===== config.mk =====
export PLATFORM = sky130hd
export DESIGN_NAME = torque_command_mode_select
export DESIGN_NICKNAME = d
export VERILOG_FILES = /design/src/core/torque_sel_pkg.sv /design/src/core/torque_command_mode_select.sv
export SDC_FILE = /design/constraint.sdc
export NUM_CORES = 2
export LEC_CHECK = 0
export BUFFER_PORTS_ARGS = -buffer_cell sky130_fd_sc_hd__buf_2
export CORE_MARGIN = 3
export CORE_UTILIZATION = 55
export CTS_CLUSTER_DIAMETER = 40
export DETAILED_ROUTE_END_ITERATION = 12
export PLACE_DENSITY = 0.73
export SYNTH_ARGS = -nofsm -noshare
export SYNTH_HDL_FRONTEND = slang
export SYNTH_SLANG_ARGS = --single-unit

===== constraint.sdc =====
create_clock -name ref_clk -period 34.5 [get_ports ref_clk]
set_input_delay 3.45 -clock ref_clk [delete_from_list [all_inputs] [get_ports ref_clk]]
set_output_delay 3.45 -clock ref_clk [all_outputs]
set_load 0.01 [all_outputs]

===== src/core/torque_sel_pkg.sv =====
// Constants shared by the torque command select block.
// Assumes a 250 MHz ref_clk and a 16-bit signed analog sample in 1/100 V steps.
package torque_sel_pkg;
  // Printed offsets are not all multiples of four: kept as indices
  localparam logic [15:0] IDX_FULL_SCALE = 16'h0152;
  localparam logic [15:0] IDX_PRESET_ONE = 16'h0020;
  localparam logic [15:0] IDX_PRESET_TWO = 16'h0021;
  localparam logic [15:0] IDX_PRESET_THREE = 16'h0022;
  localparam logic [15:0] IDX_MODE = 16'h0010;
  localparam logic [15:0] IDX_STATUS = 16'h0011;
  localparam logic [15:0] IDX_TORQUE_OUT = 16'h0012;
  localparam logic [15:0] IDX_SPEED_PRESET_ONE = 16'h0023;
  localparam logic [15:0] IDX_SPEED_PRESET_TWO = 16'h0024;
  localparam logic [15:0] IDX_SPEED_PRESET_THREE = 16'h0025;
  localparam int ADDR_SHIFT = 2;
  // Reset values and ranges
  localparam logic [15:0] FULL_SCALE_RESET = 16'h0064;
  localparam logic [15:0] FULL_SCALE_MAX = 16'h03e8;
  localparam logic signed [15:0] PRESET_MAX = 16'sh01d6;
  localparam logic signed [15:0] ANALOG_MAX = 16'sh03e8;
  // Analog input is in centivolts; 10 V full scale = 1000
  localparam logic signed [31:0] VOLT_DIVISOR = 32'sh0000_03e8;
  // Mode codes
  localparam logic [7:0] MODE_PULSE_POS = 8'h00;
  localparam logic [7:0] MODE_REG_POS = 8'h01;
  localparam logic [7:0] MODE_SPEED = 8'h02;
  localparam logic [7:0] MODE_TORQUE = 8'h03;
  localparam logic [7:0] MODE_SPEED_ZERO = 8'h04;
  localparam logic [7:0] MODE_TORQUE_ZERO = 8'h05;
  localparam logic [7:0] MODE_POS_SPEED = 8'h06;
  localparam logic [7:0] MODE_POS_TORQUE = 8'h07;
  localparam logic [7:0] MODE_SPEED_TORQUE = 8'h0a;
  localparam logic [7:0] MODE_RESET = 8'h00;
  // Low-pass filter shift (time constant = 2^shift cycles)
  localparam int FILTER_SHIFT = 4;
  // Status fields
  localparam int ST_BEHAVIOUR_LSB = 0;
  localparam int ST_LIMIT_BIT = 2;
  localparam int ST_MODE_ERR_BIT = 3;
  typedef enum logic [1:0] {
    BEH_POSITION,
    BEH_SPEED,
    BEH_TORQUE
  } behaviour_t;
endpackage : torque_sel_pkg


===== src/core/torque_command_mode_select.sv =====
// Torque command selection and control mode switching for a servo drive.
// Assumes synchronous digital inputs and a registered analog sample each cycle.
//
// Function
// Analog mode, selectors 00: torque from analog input, span +/-10 V.
// Zeroed torque mode, selectors 00: torque command is zero.
// Selectors 01/10/11 pick preset one/two/three, each +/-470 percent.
// Selector input OFF reads as 0, ON reads as 1.
// Preset applies at once on selector change, no trigger needed.
// In speed behaviour the selected command becomes the torque limit.
// Torque mode: percent = volts times full-scale over ten; 0..1000, default 100.
// Speed and position modes: limit = volts times full-scale over ten.
// Scaled analog command passes a low-pass filter.
// Code 06: position/speed dual mode switched by an input.
// Code 07: position/torque dual mode switched by an input.
// Code 0A: speed/torque dual mode switched by an input.
// No dual mode combining zeroed speed and zeroed torque.
// Speed/torque dual: switch ON gives torque behaviour with torque selectors.
// Speed/torque dual: switch OFF gives speed behaviour with speed selectors.
// Position/speed dual: pulses for position, analog or presets for speed.
// Position/torque dual: pulses for position, analog or presets for torque.
// Controller drives the torque selectors to choose the command once enabled.
// Default input and output pin functions follow the selected mode.
// Inputs sampled each cycle; change acts by the next cycle. Here outputs follow an input change two cycles later.
//
// Our own choice: register access over APB.
`timescale 1ns/100ps
module torque_command_mode_select (
  // Clock and reset
  input wire logic ref_clk,
  input wire logic reset,
  // APB slave
  input wire logic psel,
  input wire logic penable,
  input wire logic pwrite,
  input wire logic [31:0] paddr,
  input wire logic [31:0] pwdata,
  output logic [31:0] prdata,
  output logic pready,
  output logic pslverr,
  // Digital inputs
  input wire logic torqueSrcSel0,
  input wire logic torqueSrcSel1,
  input wire logic speedSrcSel0,
  input wire logic speedSrcSel1,
  input wire logic modeSwitch,
  // Analog sample, signed centivolts
  input wire logic signed [15:0] analogVolts,
  // Results
  output logic signed [15:0] torqueCommand,
  output logic signed [15:0] torqueLimit,
  output logic torqueLimitActive,
  output logic [1:0] speedSelect,
  output logic speedFromAnalog,
  output logic pulsePositionActive,
  output logic [1:0] behaviour,
  output logic [3:0] inputMap
);

  ////////////////////////////////////////////////////////////////////////////////

  logic [15:0] fullScale;
  logic signed [15:0] presetOne;
  logic signed [15:0] presetTwo;
  logic signed [15:0] presetThree;
  logic signed [15:0] speedPresetOne;
  logic signed [15:0] speedPresetTwo;
  logic signed [15:0] speedPresetThree;
  logic [7:0] modeSetting;
  logic modeError;
  logic [1:0] tsel;
  logic [1:0] ssel;
  logic sw;
  logic signed [15:0] volts;
  logic signed [31:0] filtAcc;
  torque_sel_pkg::behaviour_t next_beh;
  logic next_zeroed;
  logic signed [15:0] scaled;
  logic signed [15:0] selected;
  logic [15:0] idx;
  logic access;
  logic mapped;
  logic writeStrobe;
  logic [31:0] next_prdata;
  logic signed [15:0] voltsClamped;
  logic signed [15:0] presetClamped;

  assign idx = paddr[torque_sel_pkg::ADDR_SHIFT +: 16];
  assign access = psel && penable;
  assign pready = 1'b1;
  assign writeStrobe = access && pwrite && !pslverr;

  always_comb begin
    unique case (idx)
      torque_sel_pkg::IDX_FULL_SCALE, torque_sel_pkg::IDX_PRESET_ONE,
      torque_sel_pkg::IDX_PRESET_TWO, torque_sel_pkg::IDX_PRESET_THREE,
      torque_sel_pkg::IDX_SPEED_PRESET_ONE, torque_sel_pkg::IDX_SPEED_PRESET_TWO,
      torque_sel_pkg::IDX_SPEED_PRESET_THREE, torque_sel_pkg::IDX_MODE,
      torque_sel_pkg::IDX_STATUS, torque_sel_pkg::IDX_TORQUE_OUT: mapped = 1'b1;
      default: mapped = 1'b0;
    endcase
  end

  // Unmapped or misaligned access answers with an error
  assign pslverr = access && (!mapped ||
    paddr[torque_sel_pkg::ADDR_SHIFT - 1:0] != '0 ||
    paddr[31:torque_sel_pkg::ADDR_SHIFT + 16] != '0);

  ////////////////////////////////////////////////////////////////////////////////
  // Register writes

  // Both clamps saturate symmetrically rather than wrap
  sym_clamp #(
    .WIDTH(16)
  ) u_volts_clamp (
    .din(analogVolts),
    .bound(torque_sel_pkg::ANALOG_MAX),
    .dout(voltsClamped)
  );

  sym_clamp #(
    .WIDTH(16)
  ) u_preset_clamp (
    .din($signed(pwdata[15:0])),
    .bound(torque_sel_pkg::PRESET_MAX),
    .dout(presetClamped)
  );

  // Out-of-range settings saturate at the top of the range
  always_ff @(posedge ref_clk or posedge reset) begin
    if (reset) begin
      fullScale <= torque_sel_pkg::FULL_SCALE_RESET;
    end else if (writeStrobe && idx == torque_sel_pkg::IDX_FULL_SCALE) begin
      fullScale <= (pwdata[15:0] > torque_sel_pkg::FULL_SCALE_MAX) ?
        torque_sel_pkg::FULL_SCALE_MAX : pwdata[15:0];
    end
  end

  always_ff @(posedge ref_clk or posedge reset) begin
    if (reset) begin
      presetOne <= 16'sh0000;
      presetTwo <= 16'sh0000;
      presetThree <= 16'sh0000;
    end else if (writeStrobe) begin
      unique case (idx)
        torque_sel_pkg::IDX_PRESET_ONE: presetOne <= presetClamped;
        torque_sel_pkg::IDX_PRESET_TWO: presetTwo <= presetClamped;
        torque_sel_pkg::IDX_PRESET_THREE: presetThree <= presetClamped;
        default: begin
        end
      endcase
    end
  end

  // Speed presets are only stored; the speed loop reads them elsewhere
  always_ff @(posedge ref_clk or posedge reset) begin
    if (reset) begin
      speedPresetOne <= 16'sh0000;
      speedPresetTwo <= 16'sh0000;
      speedPresetThree <= 16'sh0000;
    end else if (writeStrobe) begin
      unique case (idx)
        torque_sel_pkg::IDX_SPEED_PRESET_ONE: speedPresetOne <= $signed(pwdata[15:0]);
        torque_sel_pkg::IDX_SPEED_PRESET_TWO: speedPresetTwo <= $signed(pwdata[15:0]);
        torque_sel_pkg::IDX_SPEED_PRESET_THREE: speedPresetThree <= $signed(pwdata[15:0]);
        default: begin
        end
      endcase
    end
  end

  // Unlisted codes are kept so software can read back what it wrote
  always_ff @(posedge ref_clk or posedge reset) begin
    if (reset) begin
      modeSetting <= torque_sel_pkg::MODE_RESET;
    end else if (writeStrobe && idx == torque_sel_pkg::IDX_MODE) begin
      modeSetting <= pwdata[7:0];
    end
  end

  always_comb begin
    next_prdata = 32'h0000_0000;
    unique case (idx)
      torque_sel_pkg::IDX_FULL_SCALE: next_prdata[15:0] = fullScale;
      torque_sel_pkg::IDX_PRESET_ONE: next_prdata[15:0] = presetOne;
      torque_sel_pkg::IDX_PRESET_TWO: next_prdata[15:0] = presetTwo;
      torque_sel_pkg::IDX_PRESET_THREE: next_prdata[15:0] = presetThree;
      torque_sel_pkg::IDX_SPEED_PRESET_ONE: next_prdata[15:0] = speedPresetOne;
      torque_sel_pkg::IDX_SPEED_PRESET_TWO: next_prdata[15:0] = speedPresetTwo;
      torque_sel_pkg::IDX_SPEED_PRESET_THREE: next_prdata[15:0] = speedPresetThree;
      torque_sel_pkg::IDX_MODE: next_prdata[7:0] = modeSetting;
      torque_sel_pkg::IDX_STATUS: begin
        next_prdata[torque_sel_pkg::ST_BEHAVIOUR_LSB +: 2] = behaviour;
        next_prdata[torque_sel_pkg::ST_LIMIT_BIT] = torqueLimitActive;
        next_prdata[torque_sel_pkg::ST_MODE_ERR_BIT] = modeError;
      end
      torque_sel_pkg::IDX_TORQUE_OUT: next_prdata[15:0] = torqueCommand;
      default: next_prdata = 32'h0000_0000;
    endcase
  end

  // Captured in the setup cycle so it stands through the access phase
  always_ff @(posedge ref_clk or posedge reset) begin
    if (reset) begin
      prdata <= 32'h0000_0000;
    end else if (psel && !penable) begin
      prdata <= next_prdata;
    end
  end

  ////////////////////////////////////////////////////////////////////////////////
  // Input sampling, one register stage

  always_ff @(posedge ref_clk or posedge reset) begin
    if (reset) begin
      tsel <= 2'b00;
      ssel <= 2'b00;
      sw <= 1'b0;
    end else begin
      tsel <= {torqueSrcSel1, torqueSrcSel0};
      ssel <= {speedSrcSel1, speedSrcSel0};
      sw <= modeSwitch;
    end
  end

  // Sample held one cycle, already inside the +/-10 V span
  always_ff @(posedge ref_clk or posedge reset) begin
    if (reset) begin
      volts <= 16'sh0000;
    end else begin
      volts <= voltsClamped;
    end
  end

  ////////////////////////////////////////////////////////////////////////////////
  // Mode decode; zeroed speed has no dual form, so no code exists for it

  always_comb begin
    next_beh = torque_sel_pkg::BEH_POSITION;
    next_zeroed = 1'b0;
    modeError = 1'b0;
    unique case (modeSetting)
      torque_sel_pkg::MODE_PULSE_POS, torque_sel_pkg::MODE_REG_POS:
        next_beh = torque_sel_pkg::BEH_POSITION;
      torque_sel_pkg::MODE_SPEED, torque_sel_pkg::MODE_SPEED_ZERO:
        next_beh = torque_sel_pkg::BEH_SPEED;
      torque_sel_pkg::MODE_TORQUE: next_beh = torque_sel_pkg::BEH_TORQUE;
      torque_sel_pkg::MODE_TORQUE_ZERO: begin
        next_beh = torque_sel_pkg::BEH_TORQUE;
        next_zeroed = 1'b1;
      end
      torque_sel_pkg::MODE_POS_SPEED:
        next_beh = sw ? torque_sel_pkg::BEH_SPEED : torque_sel_pkg::BEH_POSITION;
      torque_sel_pkg::MODE_POS_TORQUE:
        next_beh = sw ? torque_sel_pkg::BEH_TORQUE : torque_sel_pkg::BEH_POSITION;
      torque_sel_pkg::MODE_SPEED_TORQUE:
        next_beh = sw ? torque_sel_pkg::BEH_TORQUE : torque_sel_pkg::BEH_SPEED;
      default: begin
        // Unlisted codes, including any zeroed dual, fall back to position
        next_beh = torque_sel_pkg::BEH_POSITION;
        modeError = 1'b1;
      end
    endcase
  end

  ////////////////////////////////////////////////////////////////////////////////
  // Analog scaling and filter

  // Percent = centivolts * setting / 1000
  logic signed [31:0] product;
  assign product = 32'(volts) * $signed({16'h0000, fullScale});
  assign scaled = 16'(product / torque_sel_pkg::VOLT_DIVISOR);

  // First-order IIR; trades a few cycles of lag for noise rejection
  always_ff @(posedge ref_clk or posedge reset) begin
    if (reset) begin
      filtAcc <= 32'sh0000_0000;
    end else begin
      filtAcc <= filtAcc + 32'(scaled) - (filtAcc >>> torque_sel_pkg::FILTER_SHIFT);
    end
  end

  always_comb begin
    unique case (tsel)
      2'b00: selected = next_zeroed ? 16'sh0000 :
        16'(filtAcc >>> torque_sel_pkg::FILTER_SHIFT);
      2'b01: selected = presetOne;
      2'b10: selected = presetTwo;
      2'b11: selected = presetThree;
    endcase
  end

  ////////////////////////////////////////////////////////////////////////////////
  // Outputs

  always_ff @(posedge ref_clk or posedge reset) begin
    if (reset) begin
      behaviour <= 2'b00;
    end else begin
      behaviour <= next_beh;
    end
  end

  always_ff @(posedge ref_clk or posedge reset) begin
    if (reset) begin
      torqueCommand <= 16'sh0000;
      torqueLimit <= 16'sh0000;
      torqueLimitActive <= 1'b0;
    end else begin
      if (next_beh == torque_sel_pkg::BEH_TORQUE) begin
        torqueCommand <= selected;
        torqueLimit <= 16'sh0000;
        torqueLimitActive <= 1'b0;
      end else begin
        torqueCommand <= 16'sh0000;
        torqueLimit <= selected;
        torqueLimitActive <= 1'b1;
      end
    end
  end

  always_ff @(posedge ref_clk or posedge reset) begin
    if (reset) begin
      speedSelect <= 2'b00;
    end else begin
      speedSelect <= ssel;
    end
  end

  // Analog speed only when both speed selectors are OFF
  always_ff @(posedge ref_clk or posedge reset) begin
    if (reset) begin
      speedFromAnalog <= 1'b0;
    end else begin
      speedFromAnalog <= (next_beh == torque_sel_pkg::BEH_SPEED) && (ssel == 2'b00);
    end
  end

  always_ff @(posedge ref_clk or posedge reset) begin
    if (reset) begin
      pulsePositionActive <= 1'b0;
    end else begin
      pulsePositionActive <= (next_beh == torque_sel_pkg::BEH_POSITION) &&
        (modeSetting != torque_sel_pkg::MODE_REG_POS);
    end
  end

  // Pin function set: one bit per active behaviour plus a dual-mode bit
  always_ff @(posedge ref_clk or posedge reset) begin
    if (reset) begin
      inputMap <= 4'h0;
    end else begin
      inputMap <= {modeSetting == torque_sel_pkg::MODE_POS_SPEED ||
                   modeSetting == torque_sel_pkg::MODE_POS_TORQUE ||
                   modeSetting == torque_sel_pkg::MODE_SPEED_TORQUE,
                   next_beh == torque_sel_pkg::BEH_POSITION,
                   next_beh == torque_sel_pkg::BEH_SPEED,
                   next_beh == torque_sel_pkg::BEH_TORQUE};
    end
  end

endmodule : torque_command_mode_select

////////////////////////////////////////////////////////////////////////////////
// Symmetric saturation shared by the analog and torque preset paths

module sym_clamp #(
  parameter int WIDTH = 16
) (
  // Value and bound
  input wire logic signed [WIDTH-1:0] din,
  input wire logic signed [WIDTH-1:0] bound,
  // Saturated result
  output logic signed [WIDTH-1:0] dout
);

  always_comb begin
    if (din > bound) begin
      dout = bound;
    end else if (din < -bound) begin
      dout = -bound;
    end else begin
      dout = din;
    end
  end

endmodule : sym_clamp


==> reports/qor.tcl <==
set qor(run_status) {finished, final reports clean}
set qor(synthSimpleGateAreaFrac) 0.182
set qor(fp.dieArea_mm2) 0.0544
set qor(timing.max_cap.violations) 0
set qor(clock_insertion_delay_worst_skew_ns) 0.58
set qor(timing.fmax_ghz) 0.0319
set qor(synth_compound_gate_area_share) 0.212
set qor(postCtsResizedCells) 0
set qor(finalCritPeriodShare) 0.910
set qor(final.setup_skew_ns) 0.0417
set qor(port_buffers) 133
set qor(post_layout_nonfiller_instances) 4005
set qor(die_x_um) 233
set qor(drt-wirelength-per-cell_um) 20.1
set qor(cts_htree_levels) 1
set qor(cell_area_after_layout_mm2) 0.0305
set qor(antenna_cells_inserted) 0
set qor(drt_pre_antenna_iters) 6
set qor(synth_seq_cells) 232
set qor(synth_top_family_by_area) {adder cells}
set qor(yosys_most_used_dff) {dfrtp_1}
set qor(global_route_wire_length_before_repair_um) 131000
set qor(routed_wl_um) 80500
set qor(crit_arrival_ns) 31.85
set qor(worst_path_largest_cell_delay_ns) 0.83
set qor(num-fill-cells) 4345
set qor(post_dp_cell_area_mm2) 0.0294
set qor(post_synth_fa_ha_maj_area_fraction) 0.229
set qor(clock_path_buffers) 3
set qor(post_synth.cell_area_avg_um2) 8.70
set qor(worstSetupPathType) {reg -> reg}
set qor(grt_antenna_before_repair) 2
set qor(first_global_vias) 25500
set qor(mappedNetlistArea_mm2) 0.0284
set qor(remaining_drc_errors) 0
set qor(critical_path_required_ns) 34.96
set qor(syn_to_final_growth_pct) 7.27
set qor(timing_max_transition_violations_final) 0
set qor(clock_tree.root_cell) {clkbuf_16}
set qor(async_reset_ff_frac) 1.00
set qor(critical-path-slowest-cell) {o2bb2ai_1}
set qor(overflow_left_after_global_routing) 0
set qor(place.gp.congestion) 0.951
set qor(timing.setup.tns_ns) 0
set qor(fin_worst_hold_slack_ns) 0.378
set qor(worst_pin_slew_ns) 1.16
set qor(grt_start_max_net_pins) 107
set qor(drive_gt1_frac) 0.121
set qor(cts_hold_buffers) 0
set qor(crit_path_start_kind) {flip-flop}
set qor(cts-buffers-inserted) 29
set qor(grt_usage) 0.295
set qor(timing.final.hold_violations) 0
set qor(floorplan.io_pins) 167
set qor(route.detailed.vias_per_inst) 6.28
set qor(post-cts-setup-buffers) 0
set qor(place.detailed.hpwl_um) 61100
set qor(finalCriticalPeriod_ns) 31.39
set qor(placed_cells) 3951
set qor(first_iter_violations) 2183
set qor(critical-path-top-cell-by-count) {a21oi_1}
set qor(critical_path.endpoint_type) {flip-flop}
set qor(synth_seq_area_share) 0.205
set qor(antenna_violating_nets_post_route) 0
set qor(core_mm2) 0.0506
set qor(initial_core_util) 0.561
set qor(yosys.area_share.xor_xnor) 0.0500
set qor(dr_total_vias) 25200
set qor(muxShareOfSynthArea) 0.0477
set qor(relSlewSlack) 0.228
set qor(grt_setup_unrepaired) {false}
set qor(timing.critical_path.fanout_max) 33
set qor(synth_cells) 3263
set qor(fp.dieH_um) 233
set qor(clkSinkCount) 232
set qor(min-delay-path-class) {reg -> reg}
set qor(nNetsFinal) 3778
set qor(post_synth_num_cell_types) 136
set qor(row_count) 82
set qor(cts_tree) {yes}
set qor(synth_enable_flop_cells) 0
set qor(timing.final.setup_violations) 0
set qor(clk_pin_slew_ns) 0.06
set qor(synthesis.yosys.warnings) 0
==> final timing paths <==
path,startpoint,to,slack (ns),depth (start not counted)
max reg2reg,volts[15]$_DFF_PP0_,filtAcc[31]$_DFF_PP0_,3.11,108
min,ssel[0]$_DFF_PP0_,speedSelect[0]$_DFF_PP0_,0.38,0
max,volts[15]$_DFF_PP0_,filtAcc[31]$_DFF_PP0_,3.11,108
min reg2reg,ssel[0]$_DFF_PP0_,speedSelect[0]$_DFF_PP0_,0.38,0
max in group asynchronous,reset,tsel[0]$_DFF_PP0_,30.17,3
min in group asynchronous,reset,filtAcc[22]$_DFF_PP0_,3.00,2
==> logic make-up after synthesis <==
family / Yosys count
other: 2
muxes: 122
DFF: 232
and+or+nand+nor: 1040
AOI/OAI and AO/OA: 800
buffers and inverters: 524
xor gates and xnor gates: 156
adders and majority gates: 387
==> critical path: cells and delay by family (launching register included) <==
family | cells | cell delay [ns]
xor gates and xnor gates | 8 | 2.55
DFF | 1 | 0.62
buffers and inverters | 5 | 1.04
adders and majority gates | 10 | 4.61
AOI/OAI and AO/OA | 66 | 16.81
and+or+nand+nor | 15 | 3.92
muxes | 4 | 1.71
==> cell usage in the layout, fill, tap and decap left out, types with 16 or more instances in the layout <==
master / instances
o21ai_1: 36
buf_2: 133
inv_1: 372
mux2i_1: 49
a41oi_1: 16
o31ai_1: 19
nor4_1: 20
a211oi_1: 22
or2_2: 16
clkbuf_16: 29
and3_1: 18
ha_1: 153
nand2_1: 333
a21o_1: 45
dfrtp_1: 229
a221oi_1: 34
nor3_1: 60
a31oi_1: 35
buf_4: 17
xnor2_1: 94
mux2_2: 62
fa_1: 225
or3_1: 16
a222oi_1: 18
xor2_1: 53
nand4_1: 26
o211ai_1: 29
and2_1: 143
o21bai_1: 31
nand2b_1: 25
nor2_1: 214
conb_1: 17
a21oi_1: 150
o21a_1: 24
nand3_1: 65
o21ai_0: 146
nor2b_1: 20
==> registers in the layout (all words and copies together), names as in the netlist <==
| name | cells |
|---|---|
| presetThree | 16 |
| prdata | 16 |
| inputMap | 4 |
| tsel | 2 |
| presetOne | 16 |
| presetTwo | 16 |
| pulsePositionActive | 1 |
| behaviour | 2 |
| sw | 1 |
| speedPresetThree | 16 |
| speedFromAnalog | 1 |
| torqueLimit | 16 |
| torqueCommand | 16 |
| speedPresetOne | 16 |
| filtAcc | 32 |
| volts | 16 |
| ssel | 2 |
| speedSelect | 2 |
| fullScale | 16 |
| torqueLimitActive | 1 |
| modeSetting | 8 |
| speedPresetTwo | 16 |
==> per-layer routing <==
layer	share of wire	global-route usage
met1	0.41	0.386
met5	0.00034	0
met2	0.49	0.516
met4	0.027	0.0833
met3	0.066	0.0316
==> area by class of cell <==
class	instances	area (µm²)	area share
Inverter	375	1420	0.0465
Multi-Input combinational cell	2522	20600	0.676
Timing Repair Buffer	150	793	0.0260
Clock buffer	36	772	0.0253
Sequential cell	232	5810	0.191
Tap cell	672	841	0.0276
Clock inverter	18	238	0.00781
==> synthesized netlist by cell type (9+ instances only) <==
master | count | area, µm²
a21o_1 | 45 | 338
mux2_2 | 62 | 698
xnor2_1 | 94 | 823
o21ai_0 | 146 | 731
clkbuf_1 | 102 | 383
nand3_1 | 65 | 325
nor2b_1 | 20 | 125
a21oi_1 | 151 | 756
o211ai_1 | 29 | 218
or2_2 | 16 | 100
o31ai_1 | 19 | 143
buf_2 | 16 | 80.1
nor3_1 | 60 | 300
mux2i_1 | 49 | 490
nand2_1 | 333 | 1250
a211oi_1 | 22 | 165
or2_1 | 9 | 56.3
a41oi_1 | 16 | 140
nand4_1 | 26 | 163
or3_1 | 16 | 100
and2_1 | 143 | 895
nor3b_1 | 10 | 75.1
nor4_1 | 22 | 138
o21ai_1 | 36 | 180
and3_1 | 18 | 113
a31oi_1 | 35 | 219
o21a_1 | 24 | 180
inv_1 | 373 | 1400
a222oi_1 | 18 | 180
o21bai_1 | 31 | 233
buf_4 | 25 | 188
nand2b_1 | 25 | 156
fa_1 | 225 | 4500
xor2_1 | 55 | 482
a221oi_1 | 34 | 298
nor2_1 | 214 | 803
maj3_1 | 9 | 90.1
dfrtp_1 | 229 | 5730
and4_1 | 14 | 123
ha_1 | 153 | 1910
==> per-stage QoR <==
step	setup WS, ns	util
5_1_grt	0.803	0.602
4_1_cts	3.47	0.602
2_1_floorplan	8.79	-
6_report	3.11	0.602
3_5_place_dp	3.65	0.582
3_3_place_gp	4.40	0.582
Power is left out: the tool's default activity adds up to more than one toggle a clock period on the data nets, which glitch-free logic cannot reach.
